==> config.mk <==
export PLATFORM = sky130hd
export DESIGN_NAME = psf_supervisor
export DESIGN_NICKNAME = d
export VERILOG_FILES = /design/src/rtl/psf_pkg.sv /design/src/rtl/psf_edge.sv /design/src/rtl/psf_flag.sv /design/src/rtl/psf_supervisor.sv
export SDC_FILE = /design/constraint.sdc
export NUM_CORES = 1
export LEC_CHECK = 0
export ABC_AREA = 1
export BUFFER_PORTS_ARGS = -buffer_cell sky130_fd_sc_hd__buf_2
export CAP_MARGIN = 20
export CORE_MARGIN = 4
export CORE_UTILIZATION = 38
export CTS_CLUSTER_DIAMETER = 200
export DETAILED_ROUTE_END_ITERATION = 8
export GPL_TIMING_DRIVEN = 1
export SYNTH_ARGS = -nofsm -noshare
export SYNTH_HDL_FRONTEND = slang
export SYNTH_SLANG_ARGS = --single-unit
==> constraint.sdc <==
create_clock -name sys_clk_in -period 1.4 [get_ports sys_clk_in]
set_input_delay 0 -clock sys_clk_in [delete_from_list [all_inputs] [get_ports sys_clk_in]]
set_output_delay 0 -clock sys_clk_in [all_outputs]
set_load 0.1 [all_outputs]
==> src/rtl/psf_pkg.sv <==
/*
  Constants of the power supervisor flag and switchover block.
  Assumes an 8-bit special-function register port driven by the core.
*/
package psf_pkg;
  localparam logic [7:0] PSF_ADDR_PERIPHERAL_CONFIG   = 8'hf4;
  localparam logic [7:0] PSF_ADDR_SWCFG    = 8'hf5;
  localparam logic [7:0] PSF_ADDR_FLAGS    = 8'hf8;
  localparam logic [7:0] PSF_ADDR_IRQEN    = 8'hec;
  localparam logic [7:0] PSF_ADDR_WAKECFG  = 8'hff;
  localparam logic [7:0] PSF_ADDR_CONVST   = 8'hd8;
  localparam logic [7:0] PSF_BITADDR_BASE  = 8'hf8;
  localparam logic [4:0] PSF_BITADDR_HI    = 5'h1f;
  localparam int         PSF_ACK_BIT       = 0;
  localparam int         PSF_F_RESTORED    = 7;
  localparam int         PSF_F_SUMMARY     = 6;
  localparam int         PSF_F_DIP         = 5;
  localparam int         PSF_F_DCCONV      = 3;
  localparam int         PSF_F_BATLOW      = 2;
  localparam int         PSF_F_TOBAT       = 1;
  localparam int         PSF_F_DCLOW       = 0;
  localparam int         PSF_P_RXWAKE      = 7;
  localparam int         PSF_P_SOURCE      = 6;
  localparam int         PSF_P_GOOD        = 5;
  localparam int         PSF_P_LOCK        = 4;
  localparam int         PSF_P_REFON       = 3;
  localparam logic [7:0] PSF_FLAGS_RST     = 8'h00;
  localparam logic [7:0] PSF_SWCFG_RST     = 8'h00;
  localparam logic [7:0] PSF_IRQEN_RST     = 8'h00;
  localparam logic [1:0] PSF_RXFN_RST      = 2'h0;
  localparam logic [1:0] PSF_RX_GPIO       = 2'h0;
  localparam logic [1:0] PSF_RX_NOWAKE     = 2'h1;
  localparam logic [1:0] PSF_RX_WAKE       = 2'h3;
  typedef enum logic [1:0] {
    PSF_RAIL_MAIN = 2'b00,
    PSF_RAIL_BAT  = 2'b01
  } psf_rail_type;
endpackage : psf_pkg

==> src/rtl/psf_edge.sv <==
/*
  Rising and falling edge detector for one synchronous level.
  Assumes the level is already synchronous to sys_clk_in.
*/
`timescale 1ns/1ps
module psf_edge
  import psf_pkg::*;
(
  input  wire logic sys_clk_in,
  input  wire logic arst_n_in,
  input  wire logic level_in,
  input  wire logic reset_level_in,
  output logic      rise_out,
  output logic      fall_out
);
  logic prev_q;
  logic seen_q;

  always_ff @(posedge sys_clk_in or negedge arst_n_in)
  begin
    if (!arst_n_in)
    begin
      prev_q <= 1'b0;
      seen_q <= 1'b0;
    end
    else
    begin
      prev_q <= level_in;
      seen_q <= 1'b1;
    end
  end

  // First cycle after reset compares against the reset level
  assign rise_out = level_in & ~(seen_q ? prev_q : reset_level_in);
  assign fall_out = ~level_in & (seen_q ? prev_q : reset_level_in);
endmodule : psf_edge

==> src/rtl/psf_flag.sv <==
/*
  One sticky event flag with software clear.
  Assumes clear comes from a register write of zero.
*/
`timescale 1ns/1ps
module psf_flag
  import psf_pkg::*;
(
  input  wire logic sys_clk_in,
  input  wire logic arst_n_in,
  input  wire logic set_in,
  input  wire logic clr_in,
  output logic      flag_out
);
  always_ff @(posedge sys_clk_in or negedge arst_n_in)
  begin
    if (!arst_n_in)
      flag_out <= 1'b0;
    else if (set_in)
      flag_out <= 1'b1;
    else if (clr_in)
      flag_out <= 1'b0;
  end
endmodule : psf_flag

==> src/rtl/psf_supervisor.sv <==
/*
  Power supervisor: event flags, battery switchover select, supply status
  and wake-up pin configuration, reached through the core register port.
  Assumes monitor inputs are synchronous levels or one-cycle pulses.
*/
`timescale 1ns/1ps
module psf_supervisor
  import psf_pkg::*;
(
  input  wire logic       sys_clk_in,
  input  wire logic       arst_n_in,
  input  wire logic [7:0] sfr_addr_in,
  input  wire logic [7:0] sfr_wdata_in,
  input  wire logic       sfr_wr_in,
  input  wire logic       sfr_rd_in,
  input  wire logic       bit_wr_in,
  input  wire logic [7:0] bit_addr_in,
  input  wire logic       bit_val_in,
  input  wire logic       main_low_in,
  input  wire logic       main_good_in,
  input  wire logic       dc_input_low_in,
  input  wire logic       dc_delta_in,
  input  wire logic       dc_ready_in,
  input  wire logic       battery_below_in,
  input  wire logic       battery_ready_in,
  input  wire logic       sag_in,
  input  wire logic       lock_lost_in,
  input  wire logic       deepest_battery_mode_in,
  input  wire logic       rx_edge_in,
  input  wire logic       ext_irq0_pin_in,
  output logic [7:0]      sfr_rdata_out,
  output logic            rail_to_battery_out,
  output logic            reference_keep_on_out,
  output logic            external_irq_zero_out,
  output logic [1:0]      rx_pin_function_out,
  output logic            rx_wake_enable_out,
  output logic            wake_request_out,
  output logic            power_irq_out
);
  logic [7:0]   irq_en_q;
  logic [1:0]   switchover_select_q;
  logic         ext_irq0_select_q;
  logic         reference_keep_on_q;
  logic         rail_src_main_q;
  logic         main_good_q;
  logic         rx_wake_source_q;
  logic         lock_loss_fault_q;
  logic [7:0]   flags;
  logic [7:0]   flag_set;
  logic [7:0]   flag_clr;
  logic         to_bat_d;
  logic         bat_rise;
  logic         bat_fall;
  psf_rail_type rail_q;
  logic         wr_flags;
  logic         wr_peripheral_config;
  logic         ack_wr;

  assign wr_flags  = sfr_wr_in && sfr_addr_in == PSF_ADDR_FLAGS;
  assign wr_peripheral_config = sfr_wr_in && sfr_addr_in == PSF_ADDR_PERIPHERAL_CONFIG;
  assign ack_wr    = (sfr_wr_in && sfr_addr_in == PSF_ADDR_CONVST && sfr_wdata_in[PSF_ACK_BIT])
                   || (bit_wr_in && bit_addr_in == PSF_ADDR_CONVST && bit_val_in);

  // Switchover decision from the select field
  always_comb
  begin
    case (switchover_select_q)
      2'b00:   to_bat_d = main_low_in;
      2'b01:   to_bat_d = main_low_in | dc_input_low_in;
      default: to_bat_d = 1'b0;
    endcase
  end

  always_ff @(posedge sys_clk_in or negedge arst_n_in)
  begin
    if (!arst_n_in)
      rail_q <= PSF_RAIL_MAIN;
    else
    begin
      case (rail_q)
        PSF_RAIL_MAIN: if (to_bat_d) rail_q <= PSF_RAIL_BAT;
        PSF_RAIL_BAT:  if (!to_bat_d) rail_q <= PSF_RAIL_MAIN;
        default:       rail_q <= PSF_RAIL_MAIN;
      endcase
    end
  end

  psf_edge u_rail_edge (
    .sys_clk_in     (sys_clk_in),
    .arst_n_in      (arst_n_in),
    .level_in       (rail_q == PSF_RAIL_BAT),
    .reset_level_in (1'b0),
    .rise_out       (bat_rise),
    .fall_out       (bat_fall)
  );

  // Event sources per flag bit
  always_comb
  begin
    flag_set                 = 8'h00;
    flag_set[PSF_F_RESTORED] = bat_fall;
    flag_set[PSF_F_DIP]      = sag_in;
    flag_set[PSF_F_DCCONV]   = dc_delta_in | dc_ready_in;
    flag_set[PSF_F_BATLOW]   = battery_below_in | battery_ready_in;
    flag_set[PSF_F_TOBAT]    = bat_rise;
    flag_set[PSF_F_DCLOW]    = dc_input_low_in;
    flag_set[PSF_F_SUMMARY]  = |(flag_set & irq_en_q & 8'hbf);
  end

  // Byte write of 0 or bit write of 0 clears a flag
  genvar gi;
  generate
    for (gi = 0; gi < 8; gi++)
    begin : g_flag
      assign flag_clr[gi] = (wr_flags && !sfr_wdata_in[gi])
                          || (bit_wr_in && !bit_val_in
                              && bit_addr_in == (PSF_BITADDR_BASE | 8'(gi)));
      psf_flag u_flag (
        .sys_clk_in (sys_clk_in),
        .arst_n_in  (arst_n_in),
        .set_in     (flag_set[gi]),
        .clr_in     (flag_clr[gi]),
        .flag_out   (flags[gi])
      );
    end
  endgenerate

  // Writable configuration
  always_ff @(posedge sys_clk_in or negedge arst_n_in)
  begin
    if (!arst_n_in)
    begin
      irq_en_q            <= PSF_IRQEN_RST;
      switchover_select_q <= PSF_SWCFG_RST[1:0];
      ext_irq0_select_q   <= 1'b0;
      reference_keep_on_q <= 1'b0;
      rx_pin_function_out <= PSF_RXFN_RST;
    end
    else if (sfr_wr_in)
    begin
      case (sfr_addr_in)
        PSF_ADDR_IRQEN:   irq_en_q <= sfr_wdata_in;
        PSF_ADDR_SWCFG:   switchover_select_q <= sfr_wdata_in[1:0];
        PSF_ADDR_WAKECFG: ext_irq0_select_q <= sfr_wdata_in[0];
        PSF_ADDR_PERIPHERAL_CONFIG:
        begin
          reference_keep_on_q <= sfr_wdata_in[PSF_P_REFON];
          rx_pin_function_out <= sfr_wdata_in[1:0];
        end
        default: ;
      endcase
    end
  end

  // Status: source, health, wake and lock fault
  always_ff @(posedge sys_clk_in or negedge arst_n_in)
  begin
    if (!arst_n_in)
    begin
      rail_src_main_q   <= 1'b1;
      main_good_q       <= 1'b1;
      rx_wake_source_q  <= 1'b0;
      lock_loss_fault_q <= 1'b0;
    end
    else
    begin
      rail_src_main_q <= (rail_q == PSF_RAIL_MAIN);
      main_good_q     <= main_good_in;
      if (rx_edge_in && deepest_battery_mode_in && rx_pin_function_out == PSF_RX_WAKE)
        rx_wake_source_q <= 1'b1;
      else if (wr_peripheral_config && !sfr_wdata_in[PSF_P_RXWAKE])
        rx_wake_source_q <= 1'b0;
      if (lock_lost_in)
        lock_loss_fault_q <= 1'b1;
      else if (ack_wr)
        lock_loss_fault_q <= 1'b0;
    end
  end

  // Registered outputs
  always_ff @(posedge sys_clk_in or negedge arst_n_in)
  begin
    if (!arst_n_in)
    begin
      rail_to_battery_out   <= 1'b0;
      reference_keep_on_out <= 1'b0;
      external_irq_zero_out <= 1'b0;
      rx_wake_enable_out    <= 1'b0;
      wake_request_out      <= 1'b0;
      power_irq_out         <= 1'b0;
    end
    else
    begin
      rail_to_battery_out   <= to_bat_d;
      reference_keep_on_out <= reference_keep_on_q & deepest_battery_mode_in;
      external_irq_zero_out <= ext_irq0_pin_in & ext_irq0_select_q;
      rx_wake_enable_out    <= (rx_pin_function_out == PSF_RX_WAKE);
      wake_request_out      <= rx_edge_in && deepest_battery_mode_in
                               && rx_pin_function_out == PSF_RX_WAKE;
      power_irq_out         <= flags[PSF_F_SUMMARY];
    end
  end

  // Read port
  always_ff @(posedge sys_clk_in or negedge arst_n_in)
  begin
    if (!arst_n_in)
      sfr_rdata_out <= 8'h00;
    else if (sfr_rd_in)
    begin
      case (sfr_addr_in)
        PSF_ADDR_FLAGS:   sfr_rdata_out <= flags;
        PSF_ADDR_IRQEN:   sfr_rdata_out <= irq_en_q;
        PSF_ADDR_SWCFG:   sfr_rdata_out <= {6'h00, switchover_select_q};
        PSF_ADDR_WAKECFG: sfr_rdata_out <= {7'h00, ext_irq0_select_q};
        PSF_ADDR_PERIPHERAL_CONFIG:  sfr_rdata_out <= {rx_wake_source_q, rail_src_main_q, main_good_q,
                                            lock_loss_fault_q, reference_keep_on_q, 1'b0,
                                            rx_pin_function_out};
        default:          sfr_rdata_out <= 8'h00;
      endcase
    end
  end
endmodule : psf_supervisor
# --- Yosys cells after proc, flatten, opt, wreduce, memory -nomap -nowiden ---
# Index checks and enable logic that the tools add are counted.
# Widths: inputs -> output; s select.
totals:
  out_inout_bits: 16
  inputBits: 42
  register_bits: 43
  wordCells: 136
op_classes:
  n_reduce_logical: 57
  muxes: 24
  bitwise_logic: 10
  eq_ne: 19
op_table:
  columns: ["op", "count"]
  rows:
  - ["$eq 8x8->1 const B", 14]
  - ["$pmux 8 s5", 1]
  - ["$logic_and 1x1->1", 24]
  - ["$mux 1", 19]
  - ["$reduce_bool 2->1", 9]
  - ["$reduce_and 2->1", 5]
  - ["$and 8x8->8", 1]
  - ["$logic_not 1->1", 8]
  - ["$logic_or 1x1->1", 8]
  - ["$reduce_or 7->1", 1]
  - ["$and 1x1->1", 4]
  - ["$eq 2x1->1 const B", 2]
  - ["$logic_not 2->1", 2]
  - ["$mux 2", 2]
  - ["$ne 2x2->1 const B", 2]
  - ["$pmux 2 s2", 1]
  - ["$or 1x1->1", 3]
  - ["$eq 2x2->1 const B", 1]
  - ["$not 1->1", 2]
  - ["$pmux 1 s2", 1]

# --- Longest topological paths before layout ---
# Gate-level depths: netlist (run 1).
depth:
  depth_word: 6
  mapped_depth: 9
  mapped_depth_nobuf: 9

# --- Modules after synthesis ---
# A second synthesis (run 1) with hierarchy kept.
hier_totals:
  hier_cells: 281
  area_unflattened_um2: 2182.1
modules_own_cells:
  columns: ["module", "area_per_inst_um2", "cells_per_inst", "n_inst"]
  rows:
  - ["psf_supervisor", 1757.9, 226, 1]
  - ["psf_flag", 40.0, 5, 8]
  - ["psf_edge", 103.8, 15, 1]

# --- Least setup slack after synthesis (run 1) ---
# Ideal clock, no wire load.
synth_path:
  kind: "register -> register"
  from: "register rx_pin_function_out[0]"
  to: "register sfr_rdata_out[0]"
  setup_time_ps: 78
  stages_incl_launch_ff: 5
  path_buffers: 0
  slack_ps: 32
  t_arrival_ps: 1290
  path_cell_list: "dfrtp_1 nand3_1 nand2_1 nor2_1 a21oi_1"
synth_between:
  elab_chain_len: 1
synth_lines:
  columns: ["item", "line_no", "source"]
  rows:
  - ["from (decl)", "psf_supervisor.sv:35", "output logic [1:0] rx_pin_function_out,"]
  - ["from (signal assigned)", "psf_supervisor.sv:148", "rx_pin_function_out <= sfr_wdata_in[1:0];"]
  - ["$pmux 8 s5", "psf_supervisor.sv:211", "case (sfr_addr_in)"]
  - ["to (signal assigned)", "psf_supervisor.sv:212", "PSF_ADDR_FLAGS: sfr_rdata_out <= flags;"]
  - ["to (signal assigned)", "psf_supervisor.sv:213", "PSF_ADDR_IRQEN: sfr_rdata_out <= irq_en_q;"]
  - ["to (signal assigned)", "psf_supervisor.sv:214", "PSF_ADDR_SWCFG: sfr_rdata_out <= {6'h00, switchover_select_q};"]
  - ["to (decl)", "psf_supervisor.sv:31", "output logic [7:0] sfr_rdata_out,"]
# No other way between the ends.
# A chain may end at the register's enable or synchronous reset.

# --- Final worst setup path (run 1) ---
layout_path:
  from: "input port dc_ready_in"
  to: "register g_flag[3].u_flag.flag_out"
layout_between:
  elab_chain_len: 2
  elab_cells_between_ends: 3
  cone_classes: "mux (1); bitwise (1); reduce/logical (1)"
layout_lines:
  columns: ["item", "line_no", "source"]
  rows:
  - ["from (decl)", "psf_supervisor.sv:23", "input wire logic dc_ready_in,"]
  - ["$or 1x1->1 (*)", "psf_supervisor.sv:103", "flag_set[PSF_F_DCCONV] = dc_delta_in | dc_ready_in;"]
  - ["$mux 1 / $reduce_bool 2->1 (equally long branches)", null, null]
  - ["to (signal assigned)", "psf_flag.sv:18", "flag_out <= 1'b0;"]
  - ["to (signal assigned)", "psf_flag.sv:20", "flag_out <= 1'b1;"]
  - ["to (signal assigned)", "psf_flag.sv:22", "flag_out <= 1'b0;"]
  - ["to (decl)", "psf_flag.sv:13", "output logic flag_out"]
# Every way passes the cells marked *; elsewhere a longest branch is shown, timed or not.

==> results.sh, run 1 <==
export IMPL_tightest_slew_ns=0.5207
export IMPL_cts_tree="done"
export IMPL_synth_cell_types=24
export IMPL_hp_class="input port to flop"
export IMPL_clockRootBuffer="clkbuf_8"
export IMPL_drt_total_wl_um=5087
export IMPL_grt_usage_pct=16.58
export IMPL_fmax_mhz=801.9
export IMPL_syn_inst=258
export IMPL_die_w_um=82.16
export IMPL_synth_edff_count=0
export IMPL_overflow=0
export IMPL_avgRoutedWirePerCell_um=12.35
export IMPL_io_buffers=57
export IMPL_antenna_found_initial=0
export IMPL_end_kind="flop"
export IMPL_fin_crit_ns=1.247
export IMPL_netlist_area_mm2=0.002090
export IMPL_grt_setup_unrepaired="no"
export IMPL_start_util_pct=40.14
export IMPL_min_period_over_period_pct=89.07
export IMPL_async_flop_share_pct=100.0
export IMPL_grt_pass1_vias=1839
export IMPL_yosys_area_share_xor_xnor_pct=0
export IMPL_arrival_ns=1.43
export IMPL_cp_start_kind="input port"
export IMPL_nets=383
export IMPL_setup_violations=0
export IMPL_grt_pass1_wl_um=8459
export IMPL_drt_pre_antenna_iters=4
export IMPL_drv_cap=0
export IMPL_clock_sinks=42
export IMPL_path_class="input port to flop"
export IMPL_diodes=0
export IMPL_place_congestion=0.8514
export IMPL_mostFrequentLayoutCells="nand2_1 (81), buf_2 (57), dfrtp_1 (40), nand3_1 (36), inv_1 (30)"
export IMPL_p_leak_nw=1.509
export IMPL_drc=0
export IMPL_die_area_mm2=0.006749
export IMPL_powerDensity_mw_per_mm2=940.2
export IMPL_tns_ns=0
export IMPL_vias=1922
export IMPL_worst_path_max_fanout=2
export IMPL_cts_made_buffers=5
export IMPL_finalHoldViolations=0
export IMPL_drtIter0Drc=70
export IMPL_synth_top_family_by_area="simple AND/OR/NAND/NOR gates"
export IMPL_mostFrequentLayoutCell="nand2_1"
export IMPL_synth_mux_area_fraction_pct=0
export IMPL_viasPerCell=4.665
export IMPL_ant_nets=0
export IMPL_ir_drop_mv=0.5835
export IMPL_grt_max_degree=43
export IMPL_dp_hpwl_um=3981
export IMPL_clockBufferDepth=2
export IMPL_core_area_mm2=0.005205
export IMPL_drive_gt1_share_pct=25.73
export IMPL_post_route_util_pct=52.86
export IMPL_ys_flop_type="dfrtp_1"
export IMPL_yosysWarningCount=0
export IMPL_status="finished clean"
export IMPL_synth_simple_gate_area_share_pct=34.43
export IMPL_synth_nets=300
export IMPL_drv_slew=0
export IMPL_synth_area_per_cell_um2=8.099
export IMPL_h_tree_depth=2
export IMPL_finClkSkew_ns=0.009927
export IMPL_syn_to_final_growth_pct=31.68
export IMPL_ys_ff_latch=42
export IMPL_ios=58
export IMPL_rows=26
export IMPL_relSlewSlack_pct=65.28
export IMPL_cp_required_ns=1.58
export IMPL_synth_yosys_seq_area_share_pct=50.42
export IMPL_clock_latency_ns=0.29
export IMPL_synth_compound_area_share_pct=7.365
export IMPL_post_cts_setup_buffer_count=0
export IMPL_synth_adder_area_share_pct=0
export IMPL_path_clk_slew_ns=0.08
export IMPL_die_h_um=82.16
## report_power, final
| group | leakage, nW | internal [mW] | switching, mW |
|---|---|---|---|
| clock | 0.0579 | 0.525 | 0.408 |
| sequential | 0.497 | 1.26 | 0.0288 |
| combinational | 0.954 | 0.131 | 0.234 |
| total | 1.51 | 1.92 | 0.671 |
## worst paths after layout
kind                             startpoint                        end  slack [ns]  cells past startpoint
min in group asynchronous         arst_n_in                irq_en_q[7]        0.30                      3
worst min register to register    rail_q[0]         u_rail_edge.prev_q        0.42                      0
worst min-delay path              sfr_rd_in           sfr_rdata_out[6]        0.02                      3
max in group asynchronous         arst_n_in            rail_src_main_q        0.74                      3
worst max-delay path            dc_ready_in  g_flag[3].u_flag.flag_out        0.15                      5
worst max register to register    rail_q[0]  g_flag[6].u_flag.flag_out        0.38                      5
## state kept, by name, indices dropped and copies added, names as in the netlist, 2 cells and up
signal                  count
rx_pin_function_out         2
sfr_rdata_out               8
irq_en_q                    8
g_flag.u_flag.flag_out      7
switchover_select_q         2
## layer usage
metal / routed length [µm] / share of wire, % / global-route usage (%) / vias up
met4: 93 / 1.8 / 5.648 / 0
met3: 288 / 5.7 / 3.905 / 11
met1: 2416 / 47 / 22.38 / 865
met5: 0 / 0 / 0 / -
li1: - / - / - / 993
met2: 2290 / 45 / 26.17 / 53
## final cells by class
class | count | area, µm²
inverters | 33 | 123.9
multi-input cells | 180 | 877.1
well taps | 70 | 87.58
fillers | 536 | 2454
clock buffers | 5 | 68.82
flip-flops and latches | 42 | 1054
repair buffers | 79 | 500.5
clock inverters | 3 | 40.04
## synth_stat cells, types with 4 or more instances
master,n,area [µm²]
inv_1,30,112.6
o21ai_2,4,35.03
nand3_1,36,180.2
o21ai_0,15,75.07
nand2_1,81,304.0
dfrtp_1,40,1001
nor3_1,6,30.03
nor2_1,14,52.55
## metrics by stage
step	hold slack [ns]	area, µm²	worst slack, ns	std cells	power (mW)
floorplan	-0.2956	2090	0.03185	258	1.495
global placement	0.1001	2442	0.3140	384	1.634
detailed placement	0.1004	2442	0.2889	384	1.638
CTS	0.01622	2751	0.1612	412	2.618
global route	0.03084	2751	0.09961	412	2.713
finish	0.01717	2751	0.1530	412	2.587
## worst max-delay path, stage by stage
cell           delay (ns)
dlygate4sd3_1        0.54
buf_2                0.12
nor2_1               0.15
dlygate4sd3_1        0.57
nand2_1              0.06
## repair_timing
| item | 4_1_cts | 5_1_grt |
|---|---|---|
| hold buffers | 20 | 0 |
| gates resized for setup | 0 | 0 |
| endpoints found under the setup margin | 0 | 0 |
| hold endpoints to repair | 59 | 0 |
## cell families (layout without fill, tap and decap cells)
group                  Yosys count  count (layout)
AND/OR/NAND/NOR                153             153
flip-flops                      42              42
buffers and inverters           36             120
AO/OA/AOI/OAI                   26              26
other                            1               1
Note: power is estimated with default switching activity, not from simulation.
==> run 2: changes to the inputs <==
--- a/config.mk
+++ b/config.mk
@@ -5,8 +5,7 @@
 export SDC_FILE = /design/constraint.sdc
 export NUM_CORES = 1
 export LEC_CHECK = 0
-export ABC_AREA = 1
-export BUFFER_PORTS_ARGS = -buffer_cell sky130_fd_sc_hd__buf_2
+export BUFFER_PORTS_ARGS = -buffer_cell sky130_fd_sc_hd__buf_4
 export CAP_MARGIN = 20
 export CORE_MARGIN = 4
 export CORE_UTILIZATION = 38
==> run 2 against run 1 <==
Net effect:
- worst setup slack gained 0.030 ns
- wire length fell by 0.67%
- global-route usage is essentially flat
- largest power group unchanged
- critical path type is now flop to flop
- die area decreased by 4.9%
- largest cell class unchanged
- sequential cell count is the same
- power is 7.0% higher
- critical endpoint is now g_flag[6].u_flag.flag_out
- final cell count is 20% lower
- via count decreased by 12%
- synthesized cell count decreased by 30%
- clock power fell by 2%
- sequential share of layout area down 0.49 points
==> results.sh, run 2 <==
export IMPL_status="finished clean"
export IMPL_drive_gt1_share_pct=34.22
export IMPL_crit_start="irq_en_q[0]"
export IMPL_path_clk_slew_ns=0.08
export IMPL_hold_end="sfr_rdata_out[3]"
export IMPL_post_cts_setup_buffer_count=0
export IMPL_final_cells=330
export IMPL_clockBufferDepth=2
export IMPL_end_kind="flop"
export IMPL_path_class="flop to flop"
export IMPL_synth_nets=222
export IMPL_fin_crit_ns=1.217
export IMPL_yosysMostFrequentCell="dfrtp_1"
export IMPL_synthTopCellsByCount="dfrtp_1 (40), nor2_1 (13), nand2_1 (11), o21ai_0 (10), inv_1 (9)"
export IMPL_drtIter0Drc=106
export IMPL_netSwitchingPower_mw=0.7693
export IMPL_cts_repair_resized=0
export IMPL_p_leak_nw=1.299
export IMPL_tightest_slew_ns=0.5284
export IMPL_async_flop_share_pct=100.0
export IMPL_tns_ns=0
export IMPL_grt_pass1_wl_um=8135
export IMPL_setup_violations=0
export IMPL_intPower_mw=2.000
export IMPL_antenna_found_initial=0
export IMPL_synth_edff_count=0
export IMPL_fin_area_mm2=0.002794
export IMPL_worst_path_max_fanout=3
export IMPL_reg2regPathDepth=4
export IMPL_power_mw=2.769
export IMPL_place_area_mm2=0.002475
export IMPL_synth_area_per_cell_um2=10.98
export IMPL_ir_drop_mv=0.4484
export IMPL_overflow=0
export IMPL_setup_ws_ns=0.1828
export IMPL_avgRoutedWirePerCell_um=15.31
export IMPL_netlist_area_mm2=0.001976
export IMPL_drv_slew=0
export IMPL_r2r_slack_ns=0.18
export IMPL_h_tree_depth=2
export IMPL_syn_to_final_growth_pct=41.42
export IMPL_cp_start_kind="flop"
export IMPL_post_route_util_pct=57.26
export IMPL_io_buffers=57
export IMPL_mostFrequentLayoutCells="buf_4 (61), dfrtp_1 (38), dlygate4sd3_1 (21), nor2_1 (13), nand2_1 (11)"
export IMPL_synth_top_cell_by_area="dfrtp_1"
export IMPL_rows=25
export IMPL_nets=304
export IMPL_clock_sinks=42
export IMPL_die_area_mm2=0.006417
export IMPL_mostFrequentLayoutCell="buf_4"
export IMPL_cts_hold_fix_buffers=21
export IMPL_cts_tree="done"
export IMPL_ys_ff_latch=42
export IMPL_min_from="sfr_rd_in"
export IMPL_diodes=0
export IMPL_comb_power_share_pct=19.8
export IMPL_arrival_ns=1.38
export IMPL_synth_cell_types=47
export IMPL_cts_made_buffers=5
export IMPL_yosys_top_cells_area="dfrtp_1 (51%), mux2_2 (4.0%), a22o_1 (3.1%)"
export IMPL_yosysWarningCount=0
export IMPL_synth_top_area_share_pct=50.66
export IMPL_ant_nets=0
export IMPL_drt_pre_antenna_iters=4
export IMPL_finalHoldViolations=0
export IMPL_powerDensity_mw_per_mm2=991.2
export IMPL_reg_top3="irq_en_q: 8 flops, sfr_rdata_out: 8 flops, g_flag.u_flag.flag_out: 7 flops"
export IMPL_vias=1687
export IMPL_relSlewSlack_pct=64.77
export IMPL_ys_flop_type="dfrtp_1"
export IMPL_pwr_share_clk_pct=33.1
export IMPL_dp_cells=301
export IMPL_clockRootBuffer="clkbuf_8"
export IMPL_cp_required_ns=1.56
export IMPL_hp_class="input port to flop"
export IMPL_ios=58
export IMPL_reg2reg_from="irq_en_q[0]"
export IMPL_swShare_pct=27.78
export IMPL_rr_endpoint="g_flag[6].u_flag.flag_out"
export IMPL_grt_max_degree=43
export IMPL_die_w_um=80.11
export IMPL_n_fill_cell=451
export IMPL_finClkSkew_ns=0.006981
export IMPL_holdPathStages=2
export IMPL_grt_setup_unrepaired="no"
export IMPL_grt_usage_pct=16.56
export IMPL_synth_yosys_seq_area_share_pct=53.32
export IMPL_fmax_mhz=821.5
export IMPL_drt_total_wl_um=5053
export IMPL_p_seq_share_pct=47.1
export IMPL_syn_inst=180
export IMPL_grt_pass1_vias=1663
export IMPL_die_h_um=80.11
export IMPL_viasPerCell=5.112
export IMPL_dp_hpwl_um=3805
export IMPL_hold_worst_slack_ns=0.009436
export IMPL_place_congestion=0.7518
export IMPL_min_period_over_period_pct=86.95
export IMPL_clock_latency_ns=0.29
export IMPL_drc=0
export IMPL_dp_slack_ns=-0.1370
export IMPL_start_util_pct=40.49
export IMPL_core_area_mm2=0.004880
export IMPL_drv_cap=0
==> run 2: final cells by class <==
class | count | area, µm² | area share (%)
Multi-Input combinational cell | 122 | 843.3 | 30.18
Timing Repair Buffer | 82 | 668.1 | 23.91
Clock buffer | 5 | 68.82 | 2.463
Tap cell | 67 | 83.83 | 3.000
Inverter | 9 | 33.78 | 1.209
Sequential cell | 42 | 1056 | 37.80
Clock inverter | 3 | 40.04 | 1.433
==> run 2: worst max path at each step <==
stage | slack (ns) | endpoint | cells after the start
floorplan | 0.12 | sfr_rdata_out[0] | 3
global placement | -0.09 | g_flag[2].u_flag.flag_out | 6
detailed placement | -0.14 | g_flag[2].u_flag.flag_out | 6
CTS | 0.17 | g_flag[6].u_flag.flag_out | 4
global route | 0.12 | g_flag[2].u_flag.flag_out | 6
finish | 0.18 | g_flag[6].u_flag.flag_out | 4
==> run 2: power groups by stage <==
stage	logic [mW]	clock network, mW	registers [mW]
after floorplan	0.118	0	1.50
after global placement	0.503	0	1.33
after detailed placement	0.503	0	1.33
after CTS	0.551	0.949	1.30
after global routing	0.583	1.00	1.31
final	0.548	0.917	1.30
==> run 2: critical path, stage by stage, from the launching register on <==
cell,delay [ns]
dfrtp_1,0.40
a22oi_1,0.24
nand3_1,0.13
a211oi_1,0.21
o21ai_0,0.12
==> run 2: kinds of logic (layout without fill, tap and decap cells) <==
logic type,after synthesis,count (layout),share of synthesized area [%]
AND/OR/NAND/NOR,65,65,20.20
AO/OA/AOI/OAI,47,47,16.78
flip-flops,42,42,53.32
buffers and inverters,16,99,3.989
multiplexers,9,9,5.510
other,1,1,0.1898
==> run 2: routing by layer <==
layer / track usage [%] / share of wire (%) / vias up
met5: 0 / 0 / -
met3: 3.475 / 5.7 / 5
met4: 5.574 / 1.4 / 0
li1: - / - / 828
met1: 22.65 / 48 / 793
met2: 26.08 / 45 / 61
